**config.mk**
```make
export PLATFORM = sky130hd
export DESIGN_NAME = incexec_core
export DESIGN_NICKNAME = d
export VERILOG_FILES = /design/src/incexec_pkg.sv /design/src/incexec_core.sv
export SDC_FILE = /design/constraint.sdc
export NUM_CORES = 1
export LEC_CHECK = 0
export BUFFER_PORTS_ARGS = -buffer_cell sky130_fd_sc_hd__buf_4
export CORE_MARGIN = 10
export CORE_UTILIZATION = 26
export CTS_BUF_LIST = sky130_fd_sc_hd__clkbuf_8
export DETAILED_ROUTE_END_ITERATION = 6
export HOLD_SLACK_MARGIN = 0.06
export PLACE_DENSITY = 0.56
export SETUP_SLACK_MARGIN = 0.5
export SYNTH_ARGS = -nofsm -noshare
export SYNTH_HDL_FRONTEND = slang
export SYNTH_SLANG_ARGS = --single-unit
```
**constraint.sdc**
```tcl
create_clock -name I_CLK -period 2.7 [get_ports I_CLK]
set_input_delay 0.135 -clock I_CLK [delete_from_list [all_inputs] [get_ports I_CLK]]
set_output_delay 0.135 -clock I_CLK [all_outputs]
set_load 0.02 [all_outputs]
```
**src/incexec_pkg.sv**
```systemverilog
// Package with opcode patterns, phases and reset values for the execute slice
package incexec_pkg;
    localparam logic [6:0] OPC_INC_FILE      = 7'h0a; // 0001 010
    localparam logic [6:0] OPC_INC_SKIP_Z    = 7'h0f; // 0001 111
    localparam logic [6:0] OPC_INC_SKIP_NZ   = 7'h12; // 0010 010
    localparam logic [6:0] OPC_OR_FILE       = 7'h04; // 0000 100
    localparam logic [7:0] OPC_OR_LITERAL    = 8'hb3;
    localparam logic [7:0] OPC_LONG_CALL     = 8'hb7;
    localparam logic [7:0] OPC_BANK_LOW      = 8'hb8;
    localparam logic [6:0] OPC_BANK_HIGH     = 7'h5d; // 1011 101
    localparam logic [2:0] OPC_MOVE_PERIPH   = 3'h3;  // 011
    localparam logic [7:0] ADDR_WORKING_REGISTER         = 8'h0a; // Working register in file/peripheral space
    localparam logic [7:0] RST_WORKING_REGISTER          = 8'h00;
    localparam logic [7:0] RST_BANK          = 8'h00;
    localparam logic [15:0] RST_PC           = 16'h0000;
    localparam int         FLAG_OV           = 3;
    localparam int         FLAG_Z            = 2;
    localparam int         FLAG_DC           = 1;
    localparam int         FLAG_C            = 0;
    typedef enum logic [1:0] {PH_DECODE, PH_READ, PH_PROCESS, PH_WRITE} phase_t;
endpackage

```
**src/incexec_core.sv**
```systemverilog
// Decode and execute slice: increments, OR forms, long call, moves, bank loads
`timescale 1ns/100ps
// Overview of operation
// - Opcode 0001 010d adds one to the file byte and updates overflow, carry, digit carry, zero.
// - The destination bit clear sends the result to the working register, set to the file.
// - Opcode 0001 111d increments with no flag change and skips when the result is zero.
// - Opcode 0010 010d increments with no flag change and skips when the result is nonzero.
// - A taken skip throws away the fetched word and spends one no-operation cycle.
// - Opcode 1011 0011 ORs a literal into the working register and updates zero.
// - Opcode 0000 100d ORs working register with the file byte, result per destination, zero only.
// - The long call first pushes the incremented program counter on the return stack.
// - The long call target is the holding latch as high byte and the literal as low byte.
// - The long call reaches all of 64K, lasts two cycles with a no-operation and keeps flags.
// - Opcode 011p pppp copies a file byte to a peripheral address 00h-1Fh, flags untouched.
// - The 8-bit file field reaches every byte of the 256-byte data space, save 0Ah as a move source, which reads the working register.
// - Either move operand may be the working register, at file or peripheral address 0Ah.
// - Opcode 1011 1000 loads a 4-bit literal into the low bank nibble only.
// - Opcode 1011 101x loads a 4-bit literal into the high bank nibble, x ignored.
// - The high nibble load keeps the low nibble and completes in one cycle.
module incexec_core
    import incexec_pkg::*;
(
    // Clock and reset
    input  wire logic        I_CLK,
    input  wire logic        I_RST,
    // Instruction word, sampled at the end of the write phase, before each cycle
    input  wire logic [15:0] I_INSTR,
    // Data space read port, data returned same cycle
    output logic      [7:0]  O_RD_ADDR,
    input  wire logic [7:0]  I_RD_DATA,
    // Data space write port
    output logic             O_WR_EN,
    output logic      [7:0]  O_WR_ADDR,
    output logic      [7:0]  O_WR_DATA,
    // Return stack push and pc high holding latch
    output logic             O_PUSH_EN,
    output logic      [15:0] O_PUSH_DATA,
    input  wire logic [7:0]  I_PC_LATCH,
    // Status flags from and to the flag register
    input  wire logic [3:0]  I_FLAGS,
    output logic      [3:0]  O_FLAGS,
    // Core state
    output logic      [7:0]  O_WORKING_REGISTER,
    output logic      [7:0]  O_BANK,
    output logic      [15:0] O_PC,
    output logic      [1:0]  O_PHASE,
    output logic             O_NOP_CYCLE
);
    phase_t      phase_ff;
    logic [15:0] instr_ff;
    logic [7:0]  operand_ff;
    logic [8:0]  result_ff;
    logic [7:0]  working_register_ff;
    logic [7:0]  bank_ff;
    logic [15:0] pc_ff;
    logic [3:0]  flags_ff;
    logic        nop_ff;
    logic        nop_next_ff;
    logic        wr_en_ff;
    logic [7:0]  wr_addr_ff;
    logic [7:0]  wr_data_ff;
    logic        push_ff;
    logic [15:0] push_data_ff;

    logic        is_inc;
    logic        is_inc_sz;
    logic        is_inc_snz;
    logic        is_or_f;
    logic        is_or_l;
    logic        is_call;
    logic        is_bank_lo;
    logic        is_bank_hi;
    logic        is_move;
    logic        dest_file;
    logic [7:0]  file_addr;
    logic [7:0]  res8;
    logic [7:0]  inc_in;

    // Decode from the latched word; a nop cycle decodes as nothing
    always_comb begin
        is_inc     = !nop_ff && instr_ff[15:9] == OPC_INC_FILE;
        is_inc_sz  = !nop_ff && instr_ff[15:9] == OPC_INC_SKIP_Z;
        is_inc_snz = !nop_ff && instr_ff[15:9] == OPC_INC_SKIP_NZ;
        is_or_f    = !nop_ff && instr_ff[15:9] == OPC_OR_FILE;
        is_or_l    = !nop_ff && instr_ff[15:8] == OPC_OR_LITERAL;
        is_call    = !nop_ff && instr_ff[15:8] == OPC_LONG_CALL;
        is_bank_lo = !nop_ff && instr_ff[15:8] == OPC_BANK_LOW;
        is_bank_hi = !nop_ff && instr_ff[15:9] == OPC_BANK_HIGH;
        is_move    = !nop_ff && instr_ff[15:13] == OPC_MOVE_PERIPH;
        dest_file  = instr_ff[8];
        file_addr  = instr_ff[7:0];
        res8       = result_ff[7:0];
        inc_in     = operand_ff;
    end

    // Four phase sequencer
    always_ff @(posedge I_CLK or posedge I_RST) begin
        if (I_RST) begin
            phase_ff <= PH_DECODE;
        end else begin
            phase_ff <= phase_t'(phase_ff + 2'd1);
        end
    end

    // Latch instruction and the skip/call filler decision at the end of the write phase
    always_ff @(posedge I_CLK or posedge I_RST) begin
        if (I_RST) begin
            instr_ff <= 16'h0000;
            nop_ff   <= 1'b0;
        end else if (phase_ff == PH_WRITE) begin
            instr_ff <= I_INSTR;
            nop_ff   <= nop_next_ff;
        end
    end

    // Operand read: file byte, or the literal for literal forms
    always_ff @(posedge I_CLK or posedge I_RST) begin
        if (I_RST) begin
            operand_ff <= 8'h00;
        end else if (phase_ff == PH_READ) begin
            if (is_or_l || is_call || is_bank_lo || is_bank_hi) begin
                operand_ff <= instr_ff[7:0];
            end else if (is_move && file_addr == ADDR_WORKING_REGISTER) begin
                // Working register lives here, not in the data space
                operand_ff <= working_register_ff;
            end else begin
                operand_ff <= I_RD_DATA;
            end
        end
    end

    // Processing stage
    always_ff @(posedge I_CLK or posedge I_RST) begin
        if (I_RST) begin
            result_ff <= 9'h000;
        end else if (phase_ff == PH_PROCESS) begin
            if (is_inc || is_inc_sz || is_inc_snz) begin
                result_ff <= {1'b0, inc_in} + 9'h001;
            end else if (is_or_f || is_or_l) begin
                result_ff <= {1'b0, working_register_ff | operand_ff};
            end else begin
                result_ff <= {1'b0, operand_ff};
            end
        end
    end

    // Skip and call filler decision, made when the result is known
    always_ff @(posedge I_CLK or posedge I_RST) begin
        if (I_RST) begin
            nop_next_ff <= 1'b0;
        end else if (phase_ff == PH_WRITE) begin
            nop_next_ff <= 1'b0;
        end else if (phase_ff == PH_PROCESS) begin
            // One decision point, so a call cannot mask a skip or vice versa
            nop_next_ff <= is_call
                           || (is_inc_sz && operand_ff == 8'hff)
                           || (is_inc_snz && operand_ff != 8'hff);
        end
    end

    // Working register and bank select writes
    always_ff @(posedge I_CLK or posedge I_RST) begin
        if (I_RST) begin
            working_register_ff <= RST_WORKING_REGISTER;
            bank_ff <= RST_BANK;
        end else if (phase_ff == PH_WRITE) begin
            if ((is_inc || is_inc_sz || is_inc_snz || is_or_f) && !dest_file) begin
                working_register_ff <= res8;
            end else if (is_or_l) begin
                working_register_ff <= res8;
            end else if (is_move && instr_ff[12:8] == ADDR_WORKING_REGISTER[4:0]) begin
                working_register_ff <= res8;
            end
            if (is_bank_lo) begin
                bank_ff <= {bank_ff[7:4], res8[3:0]};
            end else if (is_bank_hi) begin
                bank_ff <= {res8[7:4], bank_ff[3:0]};
            end
        end
    end

    // Data space write strobe, one cycle in the write phase
    always_ff @(posedge I_CLK or posedge I_RST) begin
        if (I_RST) begin
            wr_en_ff   <= 1'b0;
            wr_addr_ff <= 8'h00;
            wr_data_ff <= 8'h00;
        end else begin
            wr_en_ff <= 1'b0;
            if (phase_ff == PH_PROCESS) begin
                wr_en_ff   <= ((is_inc || is_inc_sz || is_inc_snz || is_or_f) && dest_file)
                              || is_move;
                wr_addr_ff <= is_move ? {3'b000, instr_ff[12:8]} : file_addr;
                wr_data_ff <= (is_inc || is_inc_sz || is_inc_snz) ? operand_ff + 8'h01
                            : is_or_f ? (working_register_ff | operand_ff) : operand_ff;
            end
        end
    end

    // Flags: full set for plain increment, zero for OR forms
    always_ff @(posedge I_CLK or posedge I_RST) begin
        if (I_RST) begin
            flags_ff <= 4'h0;
        end else if (phase_ff == PH_READ) begin
            flags_ff <= I_FLAGS;
        end else if (phase_ff == PH_WRITE) begin
            if (is_inc) begin
                flags_ff[FLAG_C]  <= result_ff[8];
                flags_ff[FLAG_DC] <= operand_ff[3:0] == 4'hf;
                flags_ff[FLAG_OV] <= operand_ff == 8'h7f;
                flags_ff[FLAG_Z]  <= res8 == 8'h00;
            end else if (is_or_f || is_or_l) begin
                flags_ff[FLAG_Z]  <= res8 == 8'h00;
            end
        end
    end

    // Program counter and return stack push
    always_ff @(posedge I_CLK or posedge I_RST) begin
        if (I_RST) begin
            pc_ff        <= RST_PC;
            push_ff      <= 1'b0;
            push_data_ff <= 16'h0000;
        end else begin
            push_ff <= 1'b0;
            if (phase_ff == PH_PROCESS && is_call) begin
                push_ff      <= 1'b1;
                push_data_ff <= pc_ff + 16'h0001;
            end
            if (phase_ff == PH_WRITE) begin
                if (is_call) begin
                    pc_ff <= {I_PC_LATCH, res8};
                end else begin
                    pc_ff <= pc_ff + 16'h0001;
                end
            end
        end
    end

    assign O_RD_ADDR   = file_addr;
    assign O_WR_EN     = wr_en_ff;
    assign O_WR_ADDR   = wr_addr_ff;
    assign O_WR_DATA   = wr_data_ff;
    assign O_PUSH_EN   = push_ff;
    assign O_PUSH_DATA = push_data_ff;
    assign O_FLAGS     = flags_ff;
    assign O_WORKING_REGISTER      = working_register_ff;
    assign O_BANK      = bank_ff;
    assign O_PC        = pc_ff;
    assign O_PHASE     = phase_ff;
    assign O_NOP_CYCLE = nop_ff;

    AST_BANK_HI_KEEPS_LOW: assert property (@(posedge I_CLK) disable iff (I_RST)
        (phase_ff == PH_WRITE && is_bank_hi) |=> bank_ff[3:0] == $past(bank_ff[3:0]))
        else $error("high nibble load changed low nibble");
    AST_BANK_LO_KEEPS_HIGH: assert property (@(posedge I_CLK) disable iff (I_RST)
        (phase_ff == PH_WRITE && is_bank_lo) |=> bank_ff == {$past(bank_ff[7:4]), $past(instr_ff[3:0])})
        else $error("low nibble load wrong");
    AST_CALL_PUSH: assert property (@(posedge I_CLK) disable iff (I_RST)
        (phase_ff == PH_PROCESS && is_call) |=> O_PUSH_EN && O_PUSH_DATA == $past(pc_ff) + 16'h0001)
        else $error("call did not push return address");
    AST_CALL_TARGET: assert property (@(posedge I_CLK) disable iff (I_RST)
        (phase_ff == PH_WRITE && is_call) |=> pc_ff == {$past(I_PC_LATCH), $past(instr_ff[7:0])})
        else $error("call target wrong");
    AST_CALL_NOP: assert property (@(posedge I_CLK) disable iff (I_RST)
        (phase_ff == PH_WRITE && is_call) |=> nop_ff [*4])
        else $error("call missing filler cycle");
    AST_SKIP_ZERO: assert property (@(posedge I_CLK) disable iff (I_RST)
        (phase_ff == PH_WRITE && is_inc_sz && res8 == 8'h00) |=> nop_ff)
        else $error("zero skip not taken");
    AST_SKIP_NZ: assert property (@(posedge I_CLK) disable iff (I_RST)
        (phase_ff == PH_WRITE && is_inc_snz && res8 != 8'h00) |=> nop_ff)
        else $error("nonzero skip not taken");
    AST_NOP_NO_WRITE: assert property (@(posedge I_CLK) disable iff (I_RST)
        nop_ff |-> !O_WR_EN && !O_PUSH_EN)
        else $error("filler cycle wrote");
    AST_OR_LIT: assert property (@(posedge I_CLK) disable iff (I_RST)
        (phase_ff == PH_WRITE && is_or_l) |=> working_register_ff == ($past(working_register_ff) | $past(instr_ff[7:0])))
        else $error("literal OR wrong");
    AST_MOVE_ADDR: assert property (@(posedge I_CLK) disable iff (I_RST)
        (phase_ff == PH_PROCESS && is_move) |=> O_WR_EN && O_WR_ADDR == {3'b000, $past(instr_ff[12:8])})
        else $error("move wrote wrong address");
endmodule

```
==> results.json <==
{
  "power-per-cell-area_nw_per_um2": 465,
  "yosys_warnings": 0,
  "post_dp_cell_area_um2": 6560,
  "synth_commonest_cells": "sky130_fd_sc_hd__dfrtp_1 (107), sky130_fd_sc_hd__nand2_1 (60), sky130_fd_sc_hd__o21ai_0 (42), sky130_fd_sc_hd__mux2_2 (34), sky130_fd_sc_hd__nor2_1 (29)",
  "worst_ep_arrival_time_ns": 2.39,
  "insertedDiodeCount": 0,
  "maxCapViolCount": 0,
  "post-route-period-util_pct": 78.9,
  "drt-initial-drc-count": 261,
  "worstPathRequired_ns": 2.96,
  "placeableCoreArea_um2": 20400,
  "async_reset_ff_share_pct": 100,
  "syn_area_per_cell_um2": 10.1,
  "place_congestion": 0.870,
  "worst_setup_hold_path_clk_slew_ns": 0.11,
  "first_global_vias": 4467,
  "drt_wl_total_um": 16500,
  "cts_tree": "done",
  "max_clock_freq_mhz": 470,
  "grt_remaining_overflow": 0,
  "worst-path-max-fanout": 8,
  "row_count": 52,
  "route.detailed.drc": 0,
  "syn-instance-count": 538,
  "total_chip_power_w": 0.00327,
  "layoutNonFillerInstCount": 938,
  "hold_class": "primary input to register",
  "cts.sinks": 107,
  "slew-limit-headroom_pct": 38.7,
  "synthTopCellsByArea": "sky130_fd_sc_hd__dfrtp_1 (49%), sky130_fd_sc_hd__mux2_2 (7.0%), sky130_fd_sc_hd__nand2_1 (4.1%), sky130_fd_sc_hd__o21ai_0 (3.9%), sky130_fd_sc_hd__a21oi_1 (2.5%)",
  "syn_to_final_growth_pct": 28.9,
  "placed_cells_incl_taps": 895,
  "clock_latency_ns": 0.39,
  "clock_tree.buffer_depth": 2,
  "synth_register_bits": 107,
  "synth_flop_cell": "sky130_fd_sc_hd__dfrtp_1",
  "timing.critical_path.from_type": "register",
  "cts.root.buffer_cell": "sky130_fd_sc_hd__clkbuf_8",
  "die_h_um": 165,
  "fin_nets": 706,
  "setup_viol_count_final": 0,
  "grt_first_pass_wirelength_um": 26000,
  "timing_max_transition_violations_final": 0,
  "stdcell_area_um2": 7030,
  "io_pins": 119,
  "grt_max_degree": 51,
  "synth_cell_types": 63,
  "drt.antenna.violating_nets": 0,
  "cts_made_buffers": 9,
  "post_route_cells_drive_above_1_share_pct": 30.4,
  "n_fill_cell": 2132,
  "timing.clock.skew_ns": 0.0139,
  "initial_core_util_pct": 26.7,
  "avgRoutedWirePerCell_um": 17.6,
  "worstSetupPathType": "register to register",
  "synth.cell_area_um2": 5450,
  "detail_route.first_pass.iterations": 4,
  "vias": 4464,
  "fp.dieArea_um2": 27200,
  "grt_antenna_before_repair": 0,
  "final-hold-violation-count": 0,
  "max_rail_drop_vdd_uv": 236,
  "synthDominantAreaCellType": "sky130_fd_sc_hd__dfrtp_1",
  "cts-htree-levels": 3,
  "place.detailed.hpwl_um": 12200,
  "synth.net_count": 581,
  "route.detailed.vias_per_inst": 4.76,
  "synthDominantCellAreaShare_pct": 49.1,
  "finalCriticalPeriod_ns": 2.13,
  "edff_count_synth": 0,
  "synth_seq_area_share_pct": 49.1,
  "yosysMostFrequentCell": "sky130_fd_sc_hd__dfrtp_1",
  "totalNegativeSetupSlack_ns": 0,
  "setup_crit_end_kind": "register",
  "power_leakage_nw": 3.10,
  "buffer_ports.inserted": 118,
  "run_status": "complete, no violations",
  "pin_slew_with_the_least_headroom_to_its_limit_ns": 0.917,
  "grt_setup_unrepaired": "true",
  "fp.dieW_um": 165,
  "grt_util_all_layers_pct": 12.2
}
metal layers:
| metal | up-vias | track usage, % | wire, um |
|---|---|---|---|
| met1 | 2123 | 16.7 | 7810 |
| met4 | 0 | 2.98 | 194 |
| li1 | 2195 | - | - |
| met3 | 12 | 3.91 | 1320 |
| met5 | - | 0 | 0 |
| met2 | 134 | 18.3 | 7200 |
cells in the final DEF (no fill, tap or decap), types with 2 or more instances in the layout:
cell / n
sky130_fd_sc_hd__buf_4: 126
sky130_fd_sc_hd__dfrtp_1: 106
sky130_fd_sc_hd__nand2_1: 59
sky130_fd_sc_hd__o21ai_0: 42
sky130_fd_sc_hd__mux2_2: 34
sky130_fd_sc_hd__nor2_1: 29
sky130_fd_sc_hd__a21oi_1: 27
sky130_fd_sc_hd__dlygate4sd3_1: 26
sky130_fd_sc_hd__nand3_1: 21
sky130_fd_sc_hd__inv_1: 17
sky130_fd_sc_hd__nand4_1: 11
sky130_fd_sc_hd__and3_1: 11
sky130_fd_sc_hd__xnor2_1: 10
sky130_fd_sc_hd__nor2b_1: 9
sky130_fd_sc_hd__clkbuf_8: 9
sky130_fd_sc_hd__o22ai_1: 8
sky130_fd_sc_hd__o21a_1: 8
sky130_fd_sc_hd__a221o_1: 7
sky130_fd_sc_hd__a22o_1: 7
sky130_fd_sc_hd__nor3_1: 7
sky130_fd_sc_hd__mux2i_1: 7
sky130_fd_sc_hd__o2bb2ai_1: 6
sky130_fd_sc_hd__nor4_1: 5
sky130_fd_sc_hd__xor2_1: 5
sky130_fd_sc_hd__a31o_2: 4
sky130_fd_sc_hd__nor3_2: 4
sky130_fd_sc_hd__ha_1: 4
sky130_fd_sc_hd__a31oi_1: 3
sky130_fd_sc_hd__a311oi_1: 3
sky130_fd_sc_hd__nor2_4: 2
sky130_fd_sc_hd__and4bb_1: 2
sky130_fd_sc_hd__a2111oi_0: 2
sky130_fd_sc_hd__a211oi_1: 2
sky130_fd_sc_hd__a221oi_1: 2
sky130_fd_sc_hd__and4_1: 2
sky130_fd_sc_hd__nor4_2: 2
sky130_fd_sc_hd__o211ai_1: 2
sky130_fd_sc_hd__clkinvlp_4: 2
sky130_fd_sc_hd__clkinv_4: 2
sky130_fd_sc_hd__buf_12: 2
layout make-up:
| type | count | area, um^2 | share of cell area (%) |
|---|---|---|---|
| repair buffers | 154 | 1250 | 17.7 |
| multi-input cells | 373 | 2520 | 35.8 |
| clock buffers | 9 | 124 | 1.76 |
| inverters | 18 | 71.3 | 1.01 |
| flip-flops and latches | 107 | 2680 | 38.1 |
| well taps | 270 | 338 | 4.81 |
| clock inverters | 7 | 53.8 | 0.765 |
report_power, final:
group | internal [W] | switching, W
clock network | 0.000344 | 0.000593
logic | 0.000249 | 0.000256
registers | 0.00169 | 0.000136
total | 0.00228 | 0.000986
sequential cells by signal, indices dropped and copies added, names as in the netlist:
name / flops
O_BANK: 8
O_FLAGS: 4
O_NOP_CYCLE: 1
O_PC: 16
O_PHASE: 2
O_PUSH_DATA: 16
O_PUSH_EN: 1
O_WORKING_REGISTER: 8
O_WR_ADDR: 8
O_WR_DATA: 8
O_WR_EN: 1
inc_in: 8
instr_ff: 16
nop_next_ff: 1
result_ff: 9
worst paths after layout:
path | cells after the start | slack [ns] | end | from
worst max-delay path | 6 | 0.57 | O_PC[12] | O_PC[0]
worst min-delay path | 3 | 0.09 | O_PC[15] | I_PC_LATCH[7]
worst max register to register | 6 | 0.57 | O_PC[12] | O_PC[0]
worst min register to register | 2 | 0.49 | O_PUSH_DATA[8] | O_PUSH_DATA[8]
max in group asynchronous | 4 | 1.52 | O_BANK[1] | I_RST
min in group asynchronous | 3 | 0.49 | O_WR_DATA[0] | I_RST
cell families after synthesis:
group / after synthesis / synth area share [%]
flops: 107 / 49.1
mux: 42 / 8.58
simple gates: 177 / 16.7
fa+ha+maj: 5 / 1.15
buf+inv: 58 / 5.14
compound gates: 134 / 16.9
xor+xnor: 15 / 2.41
timing repair:
action	4_1_cts	5_1_grt
hold buffers	26	0
buffers inserted	0	1
endpoints found under the setup margin	1	35
hold endpoints to repair	62	0
pin swaps	0	3
resized for setup	1	4
worst max-delay path, stage by stage (launching register included):
cell	delay, ns
sky130_fd_sc_hd__dfrtp_1	0.51
sky130_fd_sc_hd__ha_1	0.29
sky130_fd_sc_hd__nand3_1	0.35
sky130_fd_sc_hd__nor4_2	0.52
sky130_fd_sc_hd__nand2_1	0.10
sky130_fd_sc_hd__mux2i_1	0.14
sky130_fd_sc_hd__a22oi_1	0.08
metrics by stage:
stage,setup slack [ns],hold slack [ns],util [%]
after floorplan,0.744,0.286,-
after global placement,0.537,0.367,32.1
after detailed placement,0.506,0.371,32.1
after CTS,0.508,0.0645,34.3
after global routing,0.432,0.0729,34.4
final,0.570,0.0933,34.4
No activity file was read; power rests on OpenSTA's default activity.
